<file path="src/move_literal_option_decode_pkg.sv">
// constants and state layout for the move, literal and option decoder
package move_literal_option_decode_pkg;
  localparam int INSTR_WIDTH = 12;
  localparam int DATA_WIDTH = 8;
  localparam int FILE_ADDR_WIDTH = 5;
  localparam int FILE_COUNT = 32;
  localparam int FILE_ADDR_LSB = 0;
  localparam int DEST_BIT = 5;
  localparam int IMM_LSB = 0;
  localparam logic [11:0] MOVE_MASK = 12'hFC0;
  localparam logic [11:0] MOVE_PATTERN = 12'h200;
  localparam logic [11:0] STORE_MASK = 12'hFE0;
  localparam logic [11:0] STORE_PATTERN = 12'h020;
  localparam logic [11:0] IMM_MASK = 12'hF00;
  localparam logic [11:0] IMM_PATTERN = 12'hC00;
  localparam logic [11:0] OPTION_OPCODE_DEFAULT = 12'h002;
  localparam logic DEST_WORKING = 1'h0;
  localparam logic [7:0] WORKING_RESET = 8'h00;
  localparam logic [7:0] OPTION_RESET = 8'h00;
  localparam logic [7:0] FILE_RESET = 8'h00;
  localparam logic [7:0] DATA_ZERO = 8'h00;

  typedef struct packed {
    logic [FILE_COUNT-1:0][DATA_WIDTH-1:0] files;
    logic [DATA_WIDTH-1:0] working;
    logic [DATA_WIDTH-1:0] option;
    logic zero;
    logic done;
    logic unknown;
    logic [DATA_WIDTH-1:0] rd_data;
  } exec_state_t;
endpackage : move_literal_option_decode_pkg

</file>
<file path="src/move_literal_option_decode.sv">
// executes file move, store, immediate load and option load instructions
// Summary of operation
// - a move from a file register goes to the working register when d is 0, else back to the file.
// - a file move sets the zero flag from the moved value and finishes in one cycle.
// - a store copies the working register into the addressed file, no flags, one cycle.
// - an immediate load puts the eight-bit field in the working register, no flags, one cycle.
// - the option load copies the working register into the option register, no flags, one cycle.
`timescale 1ns/1ps
module move_literal_option_decode #(
  parameter logic [11:0] OPTION_OPCODE = move_literal_option_decode_pkg::OPTION_OPCODE_DEFAULT
) (
  input wire logic clk_sys_in,
  input wire logic rstn_in,
  input wire logic instr_valid_in,
  input wire logic [move_literal_option_decode_pkg::INSTR_WIDTH-1:0] instr_in,
  input wire logic [move_literal_option_decode_pkg::FILE_ADDR_WIDTH-1:0] file_rd_addr_in,
  output logic [move_literal_option_decode_pkg::DATA_WIDTH-1:0] working_out,
  output logic [move_literal_option_decode_pkg::DATA_WIDTH-1:0] option_out,
  output logic zero_out,
  output logic done_out,
  output logic unknown_out,
  output logic [move_literal_option_decode_pkg::DATA_WIDTH-1:0] file_rd_data_out
);
  // instruction classes, one-hot
  typedef enum logic [5:0] {
    OP_IDLE = 6'h01,
    OP_MOVE = 6'h02,
    OP_STORE = 6'h04,
    OP_IMM = 6'h08,
    OP_OPTION = 6'h10,
    OP_OTHER = 6'h20
  } op_class_t;

  logic [1:0] rst_sync;
  logic rstn;
  move_literal_option_decode_pkg::exec_state_t state;
  move_literal_option_decode_pkg::exec_state_t next_state;

  // decoded operands
  logic [move_literal_option_decode_pkg::FILE_ADDR_WIDTH-1:0] addr;
  logic dest_file;
  logic [move_literal_option_decode_pkg::DATA_WIDTH-1:0] imm;
  logic [move_literal_option_decode_pkg::DATA_WIDTH-1:0] moved;

  // class match
  logic [move_literal_option_decode_pkg::INSTR_WIDTH-1:0] move_bits;
  logic [move_literal_option_decode_pkg::INSTR_WIDTH-1:0] store_bits;
  logic [move_literal_option_decode_pkg::INSTR_WIDTH-1:0] imm_bits;
  logic hit_move;
  logic hit_store;
  logic hit_imm;
  logic hit_option;

  op_class_t op_class;

  // write port controls
  logic file_we;
  logic [move_literal_option_decode_pkg::DATA_WIDTH-1:0] file_wdata;
  logic working_we;
  logic [move_literal_option_decode_pkg::DATA_WIDTH-1:0] working_wdata;
  logic option_we;
  logic zero_we;
  logic zero_wdata;
  logic group_hit;
  logic other_hit;
  logic [move_literal_option_decode_pkg::DATA_WIDTH-1:0] rd_next;

  // reset release
  always_ff @(posedge clk_sys_in or negedge rstn_in) begin
    if (!rstn_in) begin
      rst_sync <= 2'h0;
    end else begin
      rst_sync <= {rst_sync[0], 1'h1};
    end
  end
  assign rstn = rst_sync[1];

  // operand fields
  assign addr = instr_in[move_literal_option_decode_pkg::FILE_ADDR_LSB +:
    move_literal_option_decode_pkg::FILE_ADDR_WIDTH];
  assign dest_file = instr_in[move_literal_option_decode_pkg::DEST_BIT];
  assign imm = instr_in[move_literal_option_decode_pkg::IMM_LSB +:
    move_literal_option_decode_pkg::DATA_WIDTH];
  assign moved = state.files[addr];

  // class match per encoding
  assign move_bits = instr_in & move_literal_option_decode_pkg::MOVE_MASK;
  assign store_bits = instr_in & move_literal_option_decode_pkg::STORE_MASK;
  assign imm_bits = instr_in & move_literal_option_decode_pkg::IMM_MASK;
  assign hit_move = (move_bits ==
    move_literal_option_decode_pkg::MOVE_PATTERN);
  assign hit_store = (store_bits ==
    move_literal_option_decode_pkg::STORE_PATTERN);
  assign hit_imm = (imm_bits ==
    move_literal_option_decode_pkg::IMM_PATTERN);
  assign hit_option = (instr_in == OPTION_OPCODE);

  // one class per valid instruction, move first
  always_comb begin
    op_class = OP_IDLE;
    if (!instr_valid_in) begin
      op_class = OP_IDLE;
    end else if (hit_move) begin
      op_class = OP_MOVE;
    end else if (hit_store) begin
      op_class = OP_STORE;
    end else if (hit_imm) begin
      op_class = OP_IMM;
    end else if (hit_option) begin
      op_class = OP_OPTION;
    end else begin
      op_class = OP_OTHER;
    end
  end

  // write controls per class
  always_comb begin
    file_we = 1'h0;
    file_wdata = state.working;
    working_we = 1'h0;
    working_wdata = moved;
    option_we = 1'h0;
    zero_we = 1'h0;
    zero_wdata = 1'h0;
    group_hit = 1'h0;
    other_hit = 1'h0;

    case (op_class)
      // copy or test a file
      OP_MOVE: begin
        group_hit = 1'h1;
        zero_we = 1'h1;
        zero_wdata = (moved == move_literal_option_decode_pkg::DATA_ZERO);
        if (dest_file == move_literal_option_decode_pkg::DEST_WORKING) begin
          working_we = 1'h1;
          working_wdata = moved;
        end else begin
          file_we = 1'h1;
          file_wdata = moved;
        end
      end
      // working into a file, flags kept
      OP_STORE: begin
        group_hit = 1'h1;
        file_we = 1'h1;
        file_wdata = state.working;
      end
      // immediate into working, flags kept
      OP_IMM: begin
        group_hit = 1'h1;
        working_we = 1'h1;
        working_wdata = imm;
      end
      // working into option, flags kept
      OP_OPTION: begin
        group_hit = 1'h1;
        option_we = 1'h1;
      end
      OP_OTHER: begin
        other_hit = 1'h1;
      end
      OP_IDLE: begin
        group_hit = 1'h0;
      end
      default: begin
        group_hit = 1'h0;
      end
    endcase
  end

  // observed file after this edge's write
  always_comb begin
    rd_next = state.files[file_rd_addr_in];
    if (file_we && (file_rd_addr_in == addr)) begin
      rd_next = file_wdata;
    end
  end

  // next state from the write controls
  always_comb begin
    next_state = state;
    next_state.done = group_hit;
    next_state.unknown = other_hit;
    if (file_we) begin
      next_state.files[addr] = file_wdata;
    end
    if (working_we) begin
      next_state.working = working_wdata;
    end
    if (option_we) begin
      next_state.option = state.working;
    end
    if (zero_we) begin
      next_state.zero = zero_wdata;
    end
    next_state.rd_data = rd_next;
  end

  // state register
  always_ff @(posedge clk_sys_in or negedge rstn) begin
    if (!rstn) begin
      state.files <= {move_literal_option_decode_pkg::FILE_COUNT
        {move_literal_option_decode_pkg::FILE_RESET}};
      state.working <= move_literal_option_decode_pkg::WORKING_RESET;
      state.option <= move_literal_option_decode_pkg::OPTION_RESET;
      state.zero <= 1'h0;
      state.done <= 1'h0;
      state.unknown <= 1'h0;
      state.rd_data <= move_literal_option_decode_pkg::FILE_RESET;
    end else begin
      state <= next_state;
    end
  end

  // outputs straight from the state flops
  assign working_out = state.working;
  assign option_out = state.option;
  assign zero_out = state.zero;
  assign done_out = state.done;
  assign unknown_out = state.unknown;
  assign file_rd_data_out = state.rd_data;
endmodule : move_literal_option_decode

</file>
<file path="config.mk">
export PLATFORM = sky130hd
export DESIGN_NAME = move_literal_option_decode
export DESIGN_NICKNAME = d
export VERILOG_FILES = /design/src/move_literal_option_decode_pkg.sv /design/src/move_literal_option_decode.sv
export SDC_FILE = /design/constraint.sdc
export NUM_CORES = 1
export LEC_CHECK = 0
export ABC_AREA = 1
export ABC_CLOCK_PERIOD_IN_PS = 27000
export BUFFER_PORTS_ARGS = -buffer_cell sky130_fd_sc_hd__buf_2
export CAP_MARGIN = 40
export CORE_MARGIN = 2
export CORE_UTILIZATION = 60
export CTS_CLUSTER_SIZE = 8
export DETAILED_ROUTE_END_ITERATION = 8
export GPL_ROUTABILITY_DRIVEN = 0
export MAX_ROUTING_LAYER = met4
export PLACE_DENSITY_LB_ADDON = 0.25
export SYNTH_ARGS = -nofsm -noshare
export SYNTH_HDL_FRONTEND = slang
export SYNTH_SLANG_ARGS = --single-unit
</file>
<file path="constraint.sdc">
create_clock -name clk_sys_in -period 27 [get_ports clk_sys_in]
set_input_delay 5.4 -clock clk_sys_in [delete_from_list [all_inputs] [get_ports clk_sys_in]]
set_output_delay 5.4 -clock clk_sys_in [all_outputs]
set_load 0.01 [all_outputs]
</file>
# After elaboration in Yosys (flattened, before gate mapping)
# Cells that the tools add are included.
classes:
  n_reduce_logical: 4
  div: 0
  addsub: 0
  magnitude_cmp: 3
  multipliers: 0
  shift: 0
  bitwise: 0
  eq_ne: 10
  muxes: 25
ops:
  columns: ["op", "n"]
  rows:
  - ["256-bit bitwise mux", 1]
  - ["8-bit binary-select mux with 5-bit select", 2]
  - ["8-bit two-way mux", 7]
  - ["8-bit demux with 5-bit select", 1]
  - ["6-bit two-way mux", 5]
  - ["12-bit by 2-bit equality test with 1-bit output (second input constant)", 1]
  - ["6-bit by 4-bit equality test with 1-bit output (second input constant)", 2]
  - ["5-bit by 6-bit < comparator with 1-bit output (second input constant)", 2]
  - ["8-bit zero test", 1]
  - ["7-bit by 1-bit equality test with 1-bit output (second input constant)", 1]
  - ["1-bit two-way mux", 7]
  - ["6-bit by 2-bit equality test with 1-bit output (second input constant)", 1]
  - ["6-bit by 3-bit equality test with 1-bit output (second input constant)", 1]
  - ["6-bit by 5-bit equality test with 1-bit output (second input constant)", 1]
  - ["6-bit equality test (second input constant)", 1]
  - ["5-bit equality test", 1]
  - ["5-bit by 1-bit greater-or-equal comparator with 1-bit output (second input constant)", 1]
  - ["4-bit equality test (second input constant)", 1]
  - ["1-bit one-hot mux with 2 select lines", 2]
  - ["4-bit OR reduction", 1]
  - ["1-bit logical AND", 2]
totals:
  output_inout_bits: 27
  latch_bits: 0
  reg_bits: 285
  input_bits: 20
  mem_count: 0
  ram_bits: 0
  rom_bits: 0
  word_cells: 81

# Longest topological paths before layout
depth:
  word_depth: 10
  ltp_mapped: 16
  ltp_nobuf: 12

# Least setup slack after synthesis
# No wires, ideal clock.
synth_timing:
  path_type: "input port to flip-flop"
  startpoint: "input port instr_in[1] (netlist name)"
  endpoint: "register state[106] (netlist name)"
  n_path_buf: 4
  path_stages: 16
  setup_ns: 0.118
  t_required_ns: 26.882
  arrival_time_ns: 6.909
  setup_slack_ns: 19.973
  cell_sequence: "buf_2 > nand2_1 > inv_2 > buf_4 > buf_2 > nand2_1 > nand4_1 > nand2_1 > nand2_1 > inv_1 > nand2_1 > nor2_1 > nand2_2 > buf_4 > nand3_1 > nand2_1"
synth_between:
  elab_chain_cells: 9
  word_cells_on_any_way: 19
  cone_classes: "2 x order compare; 3 x eq/ne; 13 x mux; 1 x reduce/logical"
synth_rtl:
  columns: ["element", "line", "source"]
  rows:
  - ["from (decl)", "move_literal_option_decode.sv:15", "input wire logic [move_literal_option_decode_pkg::INSTR_WIDTH-1:0] instr_in,"]
  - ["12-bit by 2-bit equality test with 1-bit output", "move_literal_option_decode.sv:96", "assign hit_option = (instr_in == OPTION_OPCODE);"]
  - ["6-bit two-way mux", "move_literal_option_decode.sv:109", "end else if (hit_option) begin"]
  - ["6-bit two-way mux", "move_literal_option_decode.sv:107", "end else if (hit_imm) begin"]
  - ["6-bit two-way mux", "move_literal_option_decode.sv:105", "end else if (hit_store) begin"]
  - ["6-bit two-way mux", "move_literal_option_decode.sv:103", "end else if (hit_move) begin"]
  - ["6-bit two-way mux", "move_literal_option_decode.sv:101", "if (!instr_valid_in) begin"]
  - ["6-bit by 2-bit equality test with 1-bit output", "move_literal_option_decode.sv:128", "case (op_class)"]
  - ["8-bit two-way mux", "move_literal_option_decode.sv:128", null]
  - ["256-bit bitwise mux", "move_literal_option_decode.sv:185", "next_state.files[addr] = file_wdata;"]
  - ["to (signal assigned)", "move_literal_option_decode.sv:211", "state <= next_state;"]
  - ["to (decl)", "move_literal_option_decode.sv:36", "move_literal_option_decode_pkg::exec_state_t state;"]
# Several ways; a longest one is shown, not always the timed one. The select of a mux whose other input is x is not followed.
# A chain may end at the register's enable or synchronous reset.

# Worst setup path after layout
layout_timing:
  startpoint: "input port instr_in[0] (netlist name)"
  endpoint: "register state[114] (netlist name)"
# Same word-level chain as after synthesis.

==> flow_metrics.env <==
export IMPL_status="complete, no violations"
export IMPL_syn_inst=2322
export IMPL_skew_ns=0.0262
export IMPL_critPathLaunchType="input port"
export IMPL_yosysSeqAreaShare_pct=43.6
export IMPL_p_leak_nw=8.65
export IMPL_maxSlewViolCount=0
export IMPL_ant_nets=0
export IMPL_required_ns=27.45
export IMPL_max_freq_mhz=117
export IMPL_cp_end_kind="register"
export IMPL_viasPerCell=6.42
export IMPL_fillers=2366
export IMPL_crit_top_cell="nand2_1"
export IMPL_final_common_cell="nand2_1"
export IMPL_clkSinkCount=285
export IMPL_critPathKind="input port to register"
export IMPL_topRoutingLayerUsed="met4"
export IMPL_wl_met3_microns=7760
export IMPL_fin_nets=2274
export IMPL_cts_buffers=41
export IMPL_initial_core_util_pct=60.9
export IMPL_grt_overflow=0
export IMPL_die_width_microns=169
export IMPL_n_antenna_cell=0
export IMPL_ff2ff_path_depth=11
export IMPL_syn_area_per_cell_sq_um=7.05
export IMPL_tightest_slew_ns=1.02
export IMPL_area_growth_pct=7.13
export IMPL_tritoncts="yes"
export IMPL_grt_pass1_wl_microns=89300
export IMPL_final_cell_mix="930 x nand2_1, 284 x dfrtp_1, 214 x nand3_1"
export IMPL_core_sq_um=26900
export IMPL_drc=0
export IMPL_port_buffer_count=46
export IMPL_yosysWarnings=0
export IMPL_syn_cell_area_sq_um=16400
export IMPL_min_path_cells=0
export IMPL_antenna_found_initial=0
export IMPL_hold_worst_slack_ns=0.350
export IMPL_totalWireLength_microns=57100
export IMPL_crit_chain="buf_4 > buf_4 > nand2_1 > inv_2 > nand2_1 > nand4_1 > nand2_1 > nand4_1 > nor2_1 > nand2_2 > nand3_1 > nand2_1"
export IMPL_post_cts_buffers=0
export IMPL_power_net_switching_mw=0.301
export IMPL_rows=60
export IMPL_cp_max_fo=62
export IMPL_hold_violations=0
export IMPL_pwr_share_clk_pct=44.1
export IMPL_setup_tns_ns=0
export IMPL_powerDensity_nw_per_um2=59.9
export IMPL_dp_hpwl_microns=34800
export IMPL_die_area_sq_um=28600
export IMPL_arrival_ns=8.99
export IMPL_clkLatencyLatePin_ns=0.54
export IMPL_slew_headroom_pct=31.7
export IMPL_pwr_share_comb_pct=13.6
export IMPL_drt_pre_antenna_iters=9
export IMPL_drt_initial_drc_count=2594
export IMPL_internal_power_mw=0.750
export IMPL_hold_path_class="register to register"
export IMPL_wl_per_cell_microns=22.0
export IMPL_yosysUniqueCellTypes=38
export IMPL_die_h_microns=169
export IMPL_setup_viol=0
export IMPL_ir_drop_v=0.0000458
export IMPL_wl_met1_microns=21100
export IMPL_drive_gt1_share_pct=8.68
export IMPL_grt_usage_pct=41.4
export IMPL_htree_levels=2
export IMPL_wl_met2_microns=24500
export IMPL_ys_ff_latch=285
export IMPL_cap_violations=0
export IMPL_fin_crit_ns=8.54
export IMPL_vias=16700
export IMPL_seq_power_share_pct=42.4
export IMPL_postCtsResizedCells=0
export IMPL_fin_crit_sh_pct=31.6
export IMPL_grt_pass1_vias=16100
export IMPL_critPathSlowestCell="buf_4"
export IMPL_root_buffer="clkbuf_16"
export IMPL_clockBufferDepth=3
export IMPL_grt_max_degree=170
export IMPL_path_depth=12
export IMPL_clkSlewWorstSetupHoldPaths_ns=0.05
export IMPL_swShare_pct=28.6
export IMPL_ios=47
export IMPL_critPathTopFamily="simple AND/OR/NAND/NOR gates"
export IMPL_syn_nets=2342
export IMPL_rsz0062_at_grt="false"
export IMPL_slowest_delay_ns=0.71
export IMPL_critPathBufInv=3
export IMPL_postCtsHoldBufs=0
-- worst register-to-register path: stages, from the launching register on --
cell and delay, ns:
dfrtp_1 0.38, inv_1 0.20, nor2_1 0.14, a21oi_1 0.14, nand2_1 0.06, nand2_1 0.05, nand2_1 0.08, nor2_1 0.09
nand2_1 0.24, o21ai_2 0.31, buf_4 0.46, o21ai_0 0.18
-- routing by layer --
layer  track usage, %  up-vias
met3             10.8      287
met1             52.0     7717
met5                -        -
met4             24.8        0
li1                 -     7405
met2             60.5     1264
-- synth_stat cells, drive strengths merged --
cell     number  area (sq um)
nor2        188           897
nand2       938          3540
dfrtp       285          7130
o2111ai       1          8.76
nand4        12          75.1
xor2          3          26.3
a21boi        1          7.51
nor3         11           100
o21bai        1          7.51
conb          1          3.75
o221ai       46           403
o22ai         6          37.5
clkbuf       73           275
a21oi        25           125
nand3       217          1100
clkinv        3          12.5
o21ai       294          1480
nor4          3          18.8
inv          85           324
o211ai       18           135
a22oi         1          7.51
buf         110           651
-- logic make-up after synthesis --
logic type / share of synthesized area [%]
compound gates: 13.5
flops: 43.6
other cells: 0.0229
xor+xnor: 0.161
simple gates: 35.0
buf+inv: 7.71
-- worst paths after layout --
kind,to,startpoint,slack [ns]
min in group asynchronous,state[153],rst_sync[1],0.40
max in group asynchronous,rst_sync[1],rstn_in,22.23
worst max register to register,state[119],state[215],24.53
worst min register to register,rst_sync[1],rst_sync[0],0.35
worst max-delay path,state[114],instr_in[0],18.46
worst min-delay path,rst_sync[1],rst_sync[0],0.35
-- metrics by stage --
step	std cells	instance area [sq um]	utilization [%]	worst slack, ns	power, mW
after floorplan	2322	16400	-	18.47	0.539
after global placement	2546	16300	60.6	18.12	0.580
after detailed placement	2552	16400	61.1	18.19	0.587
after CTS	2599	17500	65.2	18.71	1.05
after global routing	2599	17500	65.2	18.34	1.08
final	2599	17500	65.2	18.46	1.05
-- cell type report --
class / instances / area, sq um / area share (%)
sequential: 285 / 7140 / 40.7
inverter: 88 / 338 / 1.93
multi-input combinational: 1766 / 7990 / 45.5
clock inverter: 1 / 8.76 / 0.0500
timing repair buffer: 72 / 543 / 3.10
tap: 341 / 427 / 2.43
clock buffer: 46 / 1100 / 6.26
-- power by group through the flow --
stage | logic (mW) | clock network [mW] | registers (mW)
2_1_floorplan | 0.0841 | 0 | 0.455
3_3_place_gp | 0.128 | 0 | 0.452
3_5_place_dp | 0.135 | 0 | 0.452
4_1_cts | 0.136 | 0.464 | 0.445
5_1_grt | 0.149 | 0.482 | 0.446
6_report | 0.143 | 0.463 | 0.445
-- registers in the layout, indices dropped and copies added, names as in the netlist --
register and flops:
file_rd_data_out 8, zero_out 1, state 256, unknown_out 1
rst_sync 2, option_out 8, done_out 1, working_out 8
(Power assumes the default switching activity.)
